===== config.mk =====
export PLATFORM = sky130hd
export DESIGN_NAME = advc_dev_flat
export DESIGN_NICKNAME = d
export VERILOG_FILES = /design/src/include/advc_pkg.sv /design/src/include/advc_if.sv /design/src/hw/advc_dev.sv /design/src/flat_wrapper.sv
export SDC_FILE = /design/constraint.sdc
export NUM_CORES = 1
export LEC_CHECK = 0
export BUFFER_PORTS_ARGS = -buffer_cell sky130_fd_sc_hd__buf_2
export CAP_MARGIN = 20
export CORE_ASPECT_RATIO = 0.7
export CORE_MARGIN = 5
export CORE_UTILIZATION = 54
export CTS_BUF_LIST = sky130_fd_sc_hd__clkbuf_4 sky130_fd_sc_hd__clkbuf_8
export DETAILED_ROUTE_END_ITERATION = 8
export GPL_ROUTABILITY_DRIVEN = 0
export MAX_ROUTING_LAYER = met4
export PLACE_DENSITY = 0.75
export SYNTH_ARGS = -nofsm -noshare
export SYNTH_HDL_FRONTEND = slang
export SYNTH_SLANG_ARGS = --single-unit

===== constraint.sdc =====
create_clock -name clock -period 3.2 [get_ports clock]
set_input_delay 0.64 -clock clock [delete_from_list [all_inputs] [get_ports clock]]
set_output_delay 0.64 -clock clock [all_outputs]
set_load 0.01 [all_outputs]

===== src/include/advc_pkg.sv =====
// Shared constants and types for the audio DAC mode and volume control
package advc_pkg;
  // ----------------------------------------
  // Format select codes
  // ----------------------------------------
  localparam logic [1:0] ADVC_FMT_I2S = 2'h0; // Standard format, 256x clock
  localparam logic [1:0] ADVC_FMT_L16 = 2'h1; // LSB justified 16 bit
  localparam logic [1:0] ADVC_FMT_L18 = 2'h2; // LSB justified 18 bit
  localparam logic [1:0] ADVC_FMT_L20 = 2'h3; // LSB justified 20 bit
  // ----------------------------------------
  // Mode register bit positions
  // ----------------------------------------
  localparam int ADVC_B_ATTEN_N = 7; // Attenuate, active low
  localparam int ADVC_B_DSPEED_N = 6; // Double speed, active low
  localparam int ADVC_B_MUTE_N = 5; // Mute, active low
  localparam int ADVC_B_EMPH = 4; // De-emphasis, active high
  localparam int ADVC_B_FULL = 3; // Full scale, active high
  localparam int ADVC_B_UP = 2; // Step up, active high
  localparam int ADVC_B_DOWN = 1; // Step down, active high
  localparam logic [7:0] ADVC_MODE_RST = 8'hE8; // Quiet defaults: full scale
  // ----------------------------------------
  // Fade counter levels
  // ----------------------------------------
  localparam logic [6:0] ADVC_LVL_FULL = 7'h78; // 120
  localparam logic [6:0] ADVC_LVL_ATT = 7'h1E; // 30
  localparam logic [6:0] ADVC_LVL_MUTE = 7'h00; // 0
  localparam logic [3:0] ADVC_SHIFT_BITS = 4'h8; // Bits in one command
  // ----------------------------------------
  // Host timing
  // ----------------------------------------
  localparam int ADVC_CLK_MHZ = 100; // System clock rate
  localparam int ADVC_STEP_GAP_MS = 22; // Least gap between steps
  localparam int ADVC_STEP_GAP_CYC = ADVC_STEP_GAP_MS * 1000 * ADVC_CLK_MHZ;
  localparam int ADVC_HALF_DIV = 4; // Host shift clock half period
  // Host sequencer states
  typedef enum logic [4:0] {
    ADVC_H_IDLE = 5'h01,
    ADVC_H_LOW = 5'h02,
    ADVC_H_HIGH = 5'h04,
    ADVC_H_LATCH = 5'h08,
    ADVC_H_WAIT = 5'h10
  } advc_hstate_t;
endpackage : advc_pkg


===== src/include/advc_if.sv =====
// Pin-level link between the control host and the DAC control block
`timescale 1ns/1ps
`default_nettype none
interface advc_if;
  logic control_style_select; // High: serial port, low: static pins
  logic atten_or_serdata_pin; // Attenuate pin or serial data
  logic speed_or_shiftclk_pin; // Speed pin or shift clock
  logic mute_or_strobe_pin; // Mute pin or latch strobe
  logic emphasis_or_guard_pin; // De-emphasis pin or guard (low)
  logic [1:0] format_select; // {format_select_hi, format_select_lo}
  logic word_select; // Word clock from audio source
  modport dev (
    input control_style_select, atten_or_serdata_pin, speed_or_shiftclk_pin,
    input mute_or_strobe_pin, emphasis_or_guard_pin, format_select,
    input word_select
  );
  modport host (
    output control_style_select, atten_or_serdata_pin, speed_or_shiftclk_pin,
    output mute_or_strobe_pin, emphasis_or_guard_pin
  );
endinterface : advc_if
`default_nettype wire


===== src/hw/advc_dev.sv =====
// DAC mode control: static pins, serial command port, fade counter
`timescale 1ns/1ps
`default_nettype none
module advc_dev
  import advc_pkg::*;
(
  // Clock and reset
  input wire logic clock,
  input wire logic rstn,
  // Pins
  advc_if.dev pins,
  // Decoded controls toward the datapath
  output logic [6:0] fade_level_q,
  output logic emphasis_on_q,
  output logic double_speed_q,
  output logic [1:0] format_q,
  output logic [4:0] word_bits_q,
  output logic [7:0] mode_control_q
);
  // ----------------------------------------
  // Input synchronisers
  // ----------------------------------------
  logic [7:0] s1_q, s2_q, s1_d; // Two stage sync of all pins
  logic [7:0] prev_q; // Previous synced values for edges
  logic [1:0] warm_q, warm_d; // Sync fill count after reset
  logic armed; // Edges valid once prev_q holds real pin levels
  always_comb begin
    // Saturates at three: s1, s2 and prev_q all hold pin levels then
    warm_d = (warm_q == 2'h3) ? warm_q : warm_q + 2'h1;
    s1_d = {pins.word_select, pins.format_select,
            pins.emphasis_or_guard_pin, pins.mute_or_strobe_pin,
            pins.speed_or_shiftclk_pin, pins.atten_or_serdata_pin,
            pins.control_style_select};
  end
  always_ff @(posedge clock or negedge rstn) begin
    if (!rstn) begin
      s1_q <= 8'h00;
      s2_q <= 8'h00;
      prev_q <= 8'h00;
      warm_q <= 2'h0;
    end else begin
      s1_q <= s1_d;
      s2_q <= s1_q;
      prev_q <= s2_q;
      warm_q <= warm_d;
    end
  end
  logic style, sdat, sclk, strb, guard, ws;
  logic [1:0] fmt;
  assign style = s2_q[0];
  assign sdat = s2_q[1];
  assign sclk = s2_q[2];
  assign strb = s2_q[3];
  assign guard = s2_q[4];
  assign fmt = s2_q[6:5];
  assign ws = s2_q[7];
  logic serial_mode, sclk_rise, strb_rise, word_edge;
  assign serial_mode = style & ~guard;
  // Pins idle high while prev_q resets low: gate the false edge after reset
  assign armed = (warm_q == 2'h3);
  assign sclk_rise = armed & sclk & ~prev_q[2];
  assign strb_rise = armed & strb & ~prev_q[3];
  assign word_edge = armed & (ws ^ prev_q[7]); // Word boundary
  // ----------------------------------------
  // Serial command port
  // ----------------------------------------
  logic [7:0] shift_q, shift_d, mode_d;
  logic cmd_pulse_q, cmd_pulse_d; // One cycle: execute mode register
  always_comb begin
    shift_d = shift_q;
    mode_d = mode_control_q;
    cmd_pulse_d = 1'b0;
    if (serial_mode) begin
      if (!strb && sclk_rise) begin
        shift_d = {shift_q[6:0], sdat};
      end
      if (strb_rise && sclk) begin
        mode_d = shift_q;
        cmd_pulse_d = 1'b1;
      end // Strobe rise with clock low dropped
    end
  end
  always_ff @(posedge clock or negedge rstn) begin
    if (!rstn) begin
      shift_q <= 8'h00;
      mode_control_q <= ADVC_MODE_RST;
      cmd_pulse_q <= 1'b0;
    end else begin
      shift_q <= shift_d;
      mode_control_q <= mode_d;
      cmd_pulse_q <= cmd_pulse_d;
    end
  end
  // ----------------------------------------
  // Volume, emphasis and speed
  // ----------------------------------------
  // Saturating step of the fade counter
  function automatic logic [6:0] advc_step(input logic [6:0] v,
                                           input logic up);
    if (up) begin
      advc_step = (v >= ADVC_LVL_FULL) ? ADVC_LVL_FULL : v + 7'h01;
    end else begin
      advc_step = (v == ADVC_LVL_MUTE) ? ADVC_LVL_MUTE : v - 7'h01;
    end
  endfunction : advc_step
  logic [6:0] fade_d, target_q, target_d;
  logic ramp_q, ramp_d; // Mute ramp in progress
  logic emph_d, dsp_d, emph_req;
  logic [1:0] fmt_d;
  logic [4:0] bits_d;
  always_comb begin
    fade_d = fade_level_q;
    target_d = target_q;
    ramp_d = ramp_q;
    emph_d = emphasis_on_q;
    dsp_d = double_speed_q;
    fmt_d = format_q;
    bits_d = word_bits_q;
    if (serial_mode) begin
      emph_req = mode_control_q[ADVC_B_EMPH];
      dsp_d = ~mode_control_q[ADVC_B_DSPEED_N];
      if (cmd_pulse_q) begin
        if (mode_control_q[ADVC_B_FULL]) begin
          target_d = ADVC_LVL_FULL;
          ramp_d = 1'b0;
        end else if (!mode_control_q[ADVC_B_MUTE_N]) begin
          target_d = ADVC_LVL_MUTE;
          ramp_d = 1'b1;
        end else if (!mode_control_q[ADVC_B_ATTEN_N]) begin
          if (fade_level_q > ADVC_LVL_ATT) begin
            target_d = ADVC_LVL_ATT;
          end
        end else if (mode_control_q[ADVC_B_UP]) begin
          target_d = advc_step(fade_level_q, 1'b1);
          ramp_d = 1'b0; // Steps take over after a mute
        end else if (mode_control_q[ADVC_B_DOWN]) begin
          target_d = advc_step(fade_level_q, 1'b0);
          ramp_d = 1'b0; // Steps take over after a mute
        end
      end
    end else begin
      emph_req = guard;
      dsp_d = ~sclk;
      ramp_d = ~strb;
      if (strb) begin
        target_d = sdat ? ADVC_LVL_FULL : ADVC_LVL_ATT;
      end else begin
        target_d = ADVC_LVL_MUTE;
      end
    end
    if (word_edge) begin
      emph_d = emph_req;
      fmt_d = fmt;
      unique case (fmt)
        ADVC_FMT_I2S: bits_d = 5'h14; // Up to 20 bits
        ADVC_FMT_L16: bits_d = 5'h10;
        ADVC_FMT_L18: bits_d = 5'h12;
        ADVC_FMT_L20: bits_d = 5'h14;
      endcase
      if (ramp_d && fade_level_q != ADVC_LVL_MUTE) begin
        fade_d = advc_step(fade_level_q, 1'b0);
      end else if (!ramp_d) begin
        fade_d = target_d;
      end
    end
  end
  always_ff @(posedge clock or negedge rstn) begin
    if (!rstn) begin
      fade_level_q <= ADVC_LVL_FULL;
      target_q <= ADVC_LVL_FULL;
      ramp_q <= 1'b0;
      emphasis_on_q <= 1'b0;
      double_speed_q <= 1'b0;
      format_q <= ADVC_FMT_I2S;
      word_bits_q <= 5'h14;
    end else begin
      fade_level_q <= fade_d;
      target_q <= target_d;
      ramp_q <= ramp_d;
      emphasis_on_q <= emph_d;
      double_speed_q <= dsp_d;
      format_q <= fmt_d;
      word_bits_q <= bits_d;
    end
  end
endmodule : advc_dev
`default_nettype wire


===== src/flat_wrapper.sv =====
// flat-port wrapper written by rule: the top's interface ports become plain ports
module advc_dev_flat import advc_pkg::*;
  (clock, rstn, fade_level_q, emphasis_on_q, double_speed_q, format_q, word_bits_q, mode_control_q, pins_control_style_select, pins_atten_or_serdata_pin, pins_speed_or_shiftclk_pin, pins_mute_or_strobe_pin, pins_emphasis_or_guard_pin, pins_format_select, pins_word_select);
  advc_if pins_i ();
  input wire logic clock;
  input wire logic rstn;
  output logic [6:0] fade_level_q;
  output logic emphasis_on_q;
  output logic double_speed_q;
  output logic [1:0] format_q;
  output logic [4:0] word_bits_q;
  output logic [7:0] mode_control_q;
  input wire logic [$bits(pins_i.control_style_select)-1:0] pins_control_style_select;
  input wire logic [$bits(pins_i.atten_or_serdata_pin)-1:0] pins_atten_or_serdata_pin;
  input wire logic [$bits(pins_i.speed_or_shiftclk_pin)-1:0] pins_speed_or_shiftclk_pin;
  input wire logic [$bits(pins_i.mute_or_strobe_pin)-1:0] pins_mute_or_strobe_pin;
  input wire logic [$bits(pins_i.emphasis_or_guard_pin)-1:0] pins_emphasis_or_guard_pin;
  input wire logic [$bits(pins_i.format_select)-1:0] pins_format_select;
  input wire logic [$bits(pins_i.word_select)-1:0] pins_word_select;
  assign pins_i.control_style_select = pins_control_style_select;
  assign pins_i.atten_or_serdata_pin = pins_atten_or_serdata_pin;
  assign pins_i.speed_or_shiftclk_pin = pins_speed_or_shiftclk_pin;
  assign pins_i.mute_or_strobe_pin = pins_mute_or_strobe_pin;
  assign pins_i.emphasis_or_guard_pin = pins_emphasis_or_guard_pin;
  assign pins_i.format_select = pins_format_select;
  assign pins_i.word_select = pins_word_select;
  advc_dev u_core (.clock(clock), .rstn(rstn), .pins(pins_i), .fade_level_q(fade_level_q), .emphasis_on_q(emphasis_on_q), .double_speed_q(double_speed_q), .format_q(format_q), .word_bits_q(word_bits_q), .mode_control_q(mode_control_q));
endmodule

==> impl_summary.log <==
[metrics] post-synthesis cell count: ~280
[metrics] Post-Synthesis Cell Area: just under 3000 sq um
[metrics] critical path capture point type: register
[metrics] Achievable Freq: around 390 MHz
[metrics] count of boundary I/O pins: 34
[metrics] Max H-tree Level: 3
[metrics] number of synthesized register bits: 59
[metrics] Max-Slew Margin vs Limit: 0.479
[metrics] path type of the worst setup path: register to register
[metrics] share of the yosys chip area belonging to registers: 0.506
[metrics] number of violations reported at the end of detailed-routing iteration 0: between 200 and 250
[metrics] highest ir drop seen on vdd: between 300 and 400 uV
[metrics] CP Data Required Time: 3.44 ns
[metrics] Setup Viol. Count Final: 0
[metrics] die extent in x: between 90 and 100 um
[metrics] Synth Warn #: 0
[metrics] leading post-synthesis cells by cell area: dfrtp_1, dfstp_2, mux2_2
[metrics] DR pass1 iterations: 5
[metrics] aggregate global routing overflow: 0
[metrics] actual transition at the worst max-transition pin: 0.780 ns
[metrics] number of global-route vias before repair: approximately 2200
[metrics] Root Driver: clkbuf_8
[metrics] setup clock skew after layout: 0.0101 ns
[metrics] Period Utilization, post-route: 0.791
[metrics] Psw: about 800 uW
[metrics] Most used DFF post-synth: dfrtp_1
[metrics] largest stage delay on the critical path: between 0.7 and 0.8 ns
[metrics] proportion of synthesized flip-flops having asynchronous set or reset: 1.00
[metrics] post-DR vias/cell: 6.15
[metrics] Clock Path Buffers: 2
[metrics] Sw Ratio: 0.360
[metrics] Layout area overhead: 12.5%
[metrics] post-DR wirelength/cell: ~19 um
[metrics] Leakage: between 1 and 1.5 nW
[metrics] post-cts repair resize count: 0
[metrics] Total GRT Usage: 0.227
[metrics] R2R cell count: 5
[metrics] Port-buffer cells: 30
[metrics] clock-pin slew of the registers on the worst-case setup and hold paths: roughly 0.070 ns
[metrics] number of flops mapped to enable cells by yosys: 0
[metrics] RSZ-0062 raised after global routing: false
[metrics] fraction of power consumed by sequential logic: 0.460
[metrics] max capacitance violation total: 0
[metrics] FF-to-FF setup slack: about 0.67 ns
[metrics] Worst-Skew Late Latency: 0.35 ns
[metrics] pin count of the biggest net entering global routing: between 40 and 50
[metrics] class of the most critical hold timing path: primary input to async pin
[metrics] Initial Utilization: 0.561
[metrics] routed vias: 2355
[metrics] commonest cells after routing, fill and taps aside: dfrtp_1, buf_2, nand2_1, o21ai_0, mux2_2
[metrics] Final Hold Violating Endpoints: 0
[metrics] Post-CTS Setup Repair Bufs: 0
[metrics] Worst path slowest cell: a2111oi_2
[metrics] outcome: completed
[metrics] fraction of layout cells with a size suffix above 1: 0.293
[metrics] total inserted antenna cells: 0
[metrics] element type at the critical path start: register
[metrics] cell row count: 22
[metrics] final max-slew violation count: 0
[metrics] Clock Sinks: 59
[metrics] final total negative setup slack: 0 ns
[metrics] total die area: 7060 sq um
[metrics] placed wire-length estimate after detailed placement: roughly 5.1 mm
[metrics] Yosys top cell area share: 0.390
[metrics] series of cell instances along the critical path: and4_1, a2111oi_2, a221oi_1, or3_1, a22o_1
[metrics] DRT Wirelength: 7.19 mm
[metrics] Remaining DRCs: 0
[metrics] crit path max fanout: 14
[metrics] Final min period: roughly 2.5 ns
[metrics] height of the chip: a little over 70 um
[metrics] worst hold margin: ~0.21 ns
[metrics] endpoint of the most critical register-to-register path: u_core.fade_level_q[1]
[metrics] core region area: roughly 5300 sq um
[metrics] number of clock buffers inserted by TritonCTS: 9
[metrics] antenna violations before repair: 0
[metrics] clock tree from TritonCTS: done
[metrics] Hold Buf Count CTS: 0
[metrics] number of distinct standard cells referenced by the synthesized netlist: 58
[metrics] pwr/cell area: between 600 and 700 nW/um^2
[metrics] design internal power: ~1.4 mW
[metrics] wire length of the first global-routing pass: 11.9 mm
[metrics] number of nets at the end of the flow: ~320
[metrics] combinational group share of total power: 0.258
[metrics] beginning of the worst register-to-register path: u_core.fade_level_q[2]
[metrics] number of nets with antenna violations after routing: 0
[metrics] leading cell type in the layout, fill and taps excluded: dfrtp_1
[metrics] critical path arrival: between 2 and 3 ns
[metrics] mean post-synth cell area: 10.6 sq um
[metrics] proportion of power drawn by the clock network: 0.281
[metrics] largest area contributor in the synthesized netlist: dfrtp_1
-- metrics by stage --
step	area, sq um	std cells	total power [mW]	setup slack (ns)	util
after global placement	3130	367	1.56	0.854	0.596
after detailed placement	3130	367	1.58	0.778	0.596
after floorplan	2950	278	1.41	1.00	-
final	3320	383	2.21	0.668	0.631
after global routing	3320	383	2.34	0.574	0.631
after CTS	3320	383	2.21	0.769	0.631
-- area by class of cell --
| class | count | area, sq um |
|---|---|---|
| inverter | 13 | 48.8 |
| clock inverter | 4 | 25.0 |
| clock buffer | 12 | 159 |
| timing repair buffer | 35 | 188 |
| tap | 72 | 90.1 |
| fill | 437 | 1940 |
| sequential | 59 | 1490 |
| multi-input combinational | 188 | 1310 |
-- worst max-delay path by stage --
stage	start	endpoint	slack, ns	cells past startpoint
5_1_grt	u_core.fade_level_q[2]	u_core.fade_level_q[1]	0.57	5
3_5_place_dp	u_core.fade_level_q[2]	u_core.fade_level_q[1]	0.78	5
2_1_floorplan	u_core.fade_level_q[0]	u_core.fade_level_q[1]	1.0	6
3_3_place_gp	u_core.fade_level_q[2]	u_core.fade_level_q[1]	0.85	5
4_1_cts	u_core.fade_level_q[2]	u_core.fade_level_q[1]	0.77	5
6_report	u_core.fade_level_q[2]	u_core.fade_level_q[1]	0.67	5
-- flip-flops by register name (all words and copies together), names as in the netlist --
signal / count
u_core.s2_q: 8
u_core.format_q: 2
u_core.s1_q: 8
u_core.shift_q: 8
u_core.cmd_pulse_q: 1
u_core.target_q: 7
u_core.emphasis_on_q: 1
u_core.warm_q: 2
u_core.word_bits_q: 2
u_core.prev_q: 3
u_core.mode_control_q: 8
u_core.ramp_q: 1
u_core.fade_level_q: 7
u_core.double_speed_q: 1
-- logic make-up after synthesis --
kind of cell	count (synthesis)	synth area share
compound gates	75	0.188
simple gates	79	0.140
fa+ha+maj	5	0.0212
xor+xnor	7	0.0208
other cells	2	0.00255
buf+inv	31	0.0497
flops	59	0.506
mux	19	0.0717
-- power by group through the flow --
stage | Sequential (mW) | Clock (mW) | Combinational [mW]
finish | 1.02 | 0.623 | 0.572
global route | 1.03 | 0.675 | 0.627
CTS | 1.01 | 0.638 | 0.561
detailed placement | 1.02 | 0 | 0.556
global placement | 1.01 | 0 | 0.547
floorplan | 0.954 | 0 | 0.452
-- layer usage --
metal / global-route usage / vias up / part of all wire
li1: - / 1064 / -
met1: 0.317 / 1159 / 0.47
met2: 0.308 / 119 / 0.42
met3: 0.0827 / 13 / 0.098
met4: 0.0652 / 0 / 0.012
met5: - / - / 0
-- worst max-delay path, delay by kind of cell (launching register included) --
kind / cells / cell delay [ns]
flops: 1 / 0.55
simple gates: 2 / 0.72
compound gates: 3 / 1.17
-- Yosys cell counts (3+ instances only) --
cell	n
o22ai_1	3
buf_4	3
nor3b_1	3
nand3_1	6
o221ai_1	4
xnor2_1	3
nor3_1	6
ha_1	5
nand4b_1	3
o31ai_1	5
a221oi_1	3
nand2b_1	4
and2_1	5
a31oi_1	3
mux2_2	17
nor2b_1	3
inv_1	13
a21oi_1	7
xor2_1	4
nor2_1	12
and3_1	3
clkbuf_1	9
buf_2	3
dfstp_2	13
o21ai_0	19
dfrtp_1	46
nand2_1	24
o211ai_1	7
Note: power is estimated with default switching activity, not from simulation.
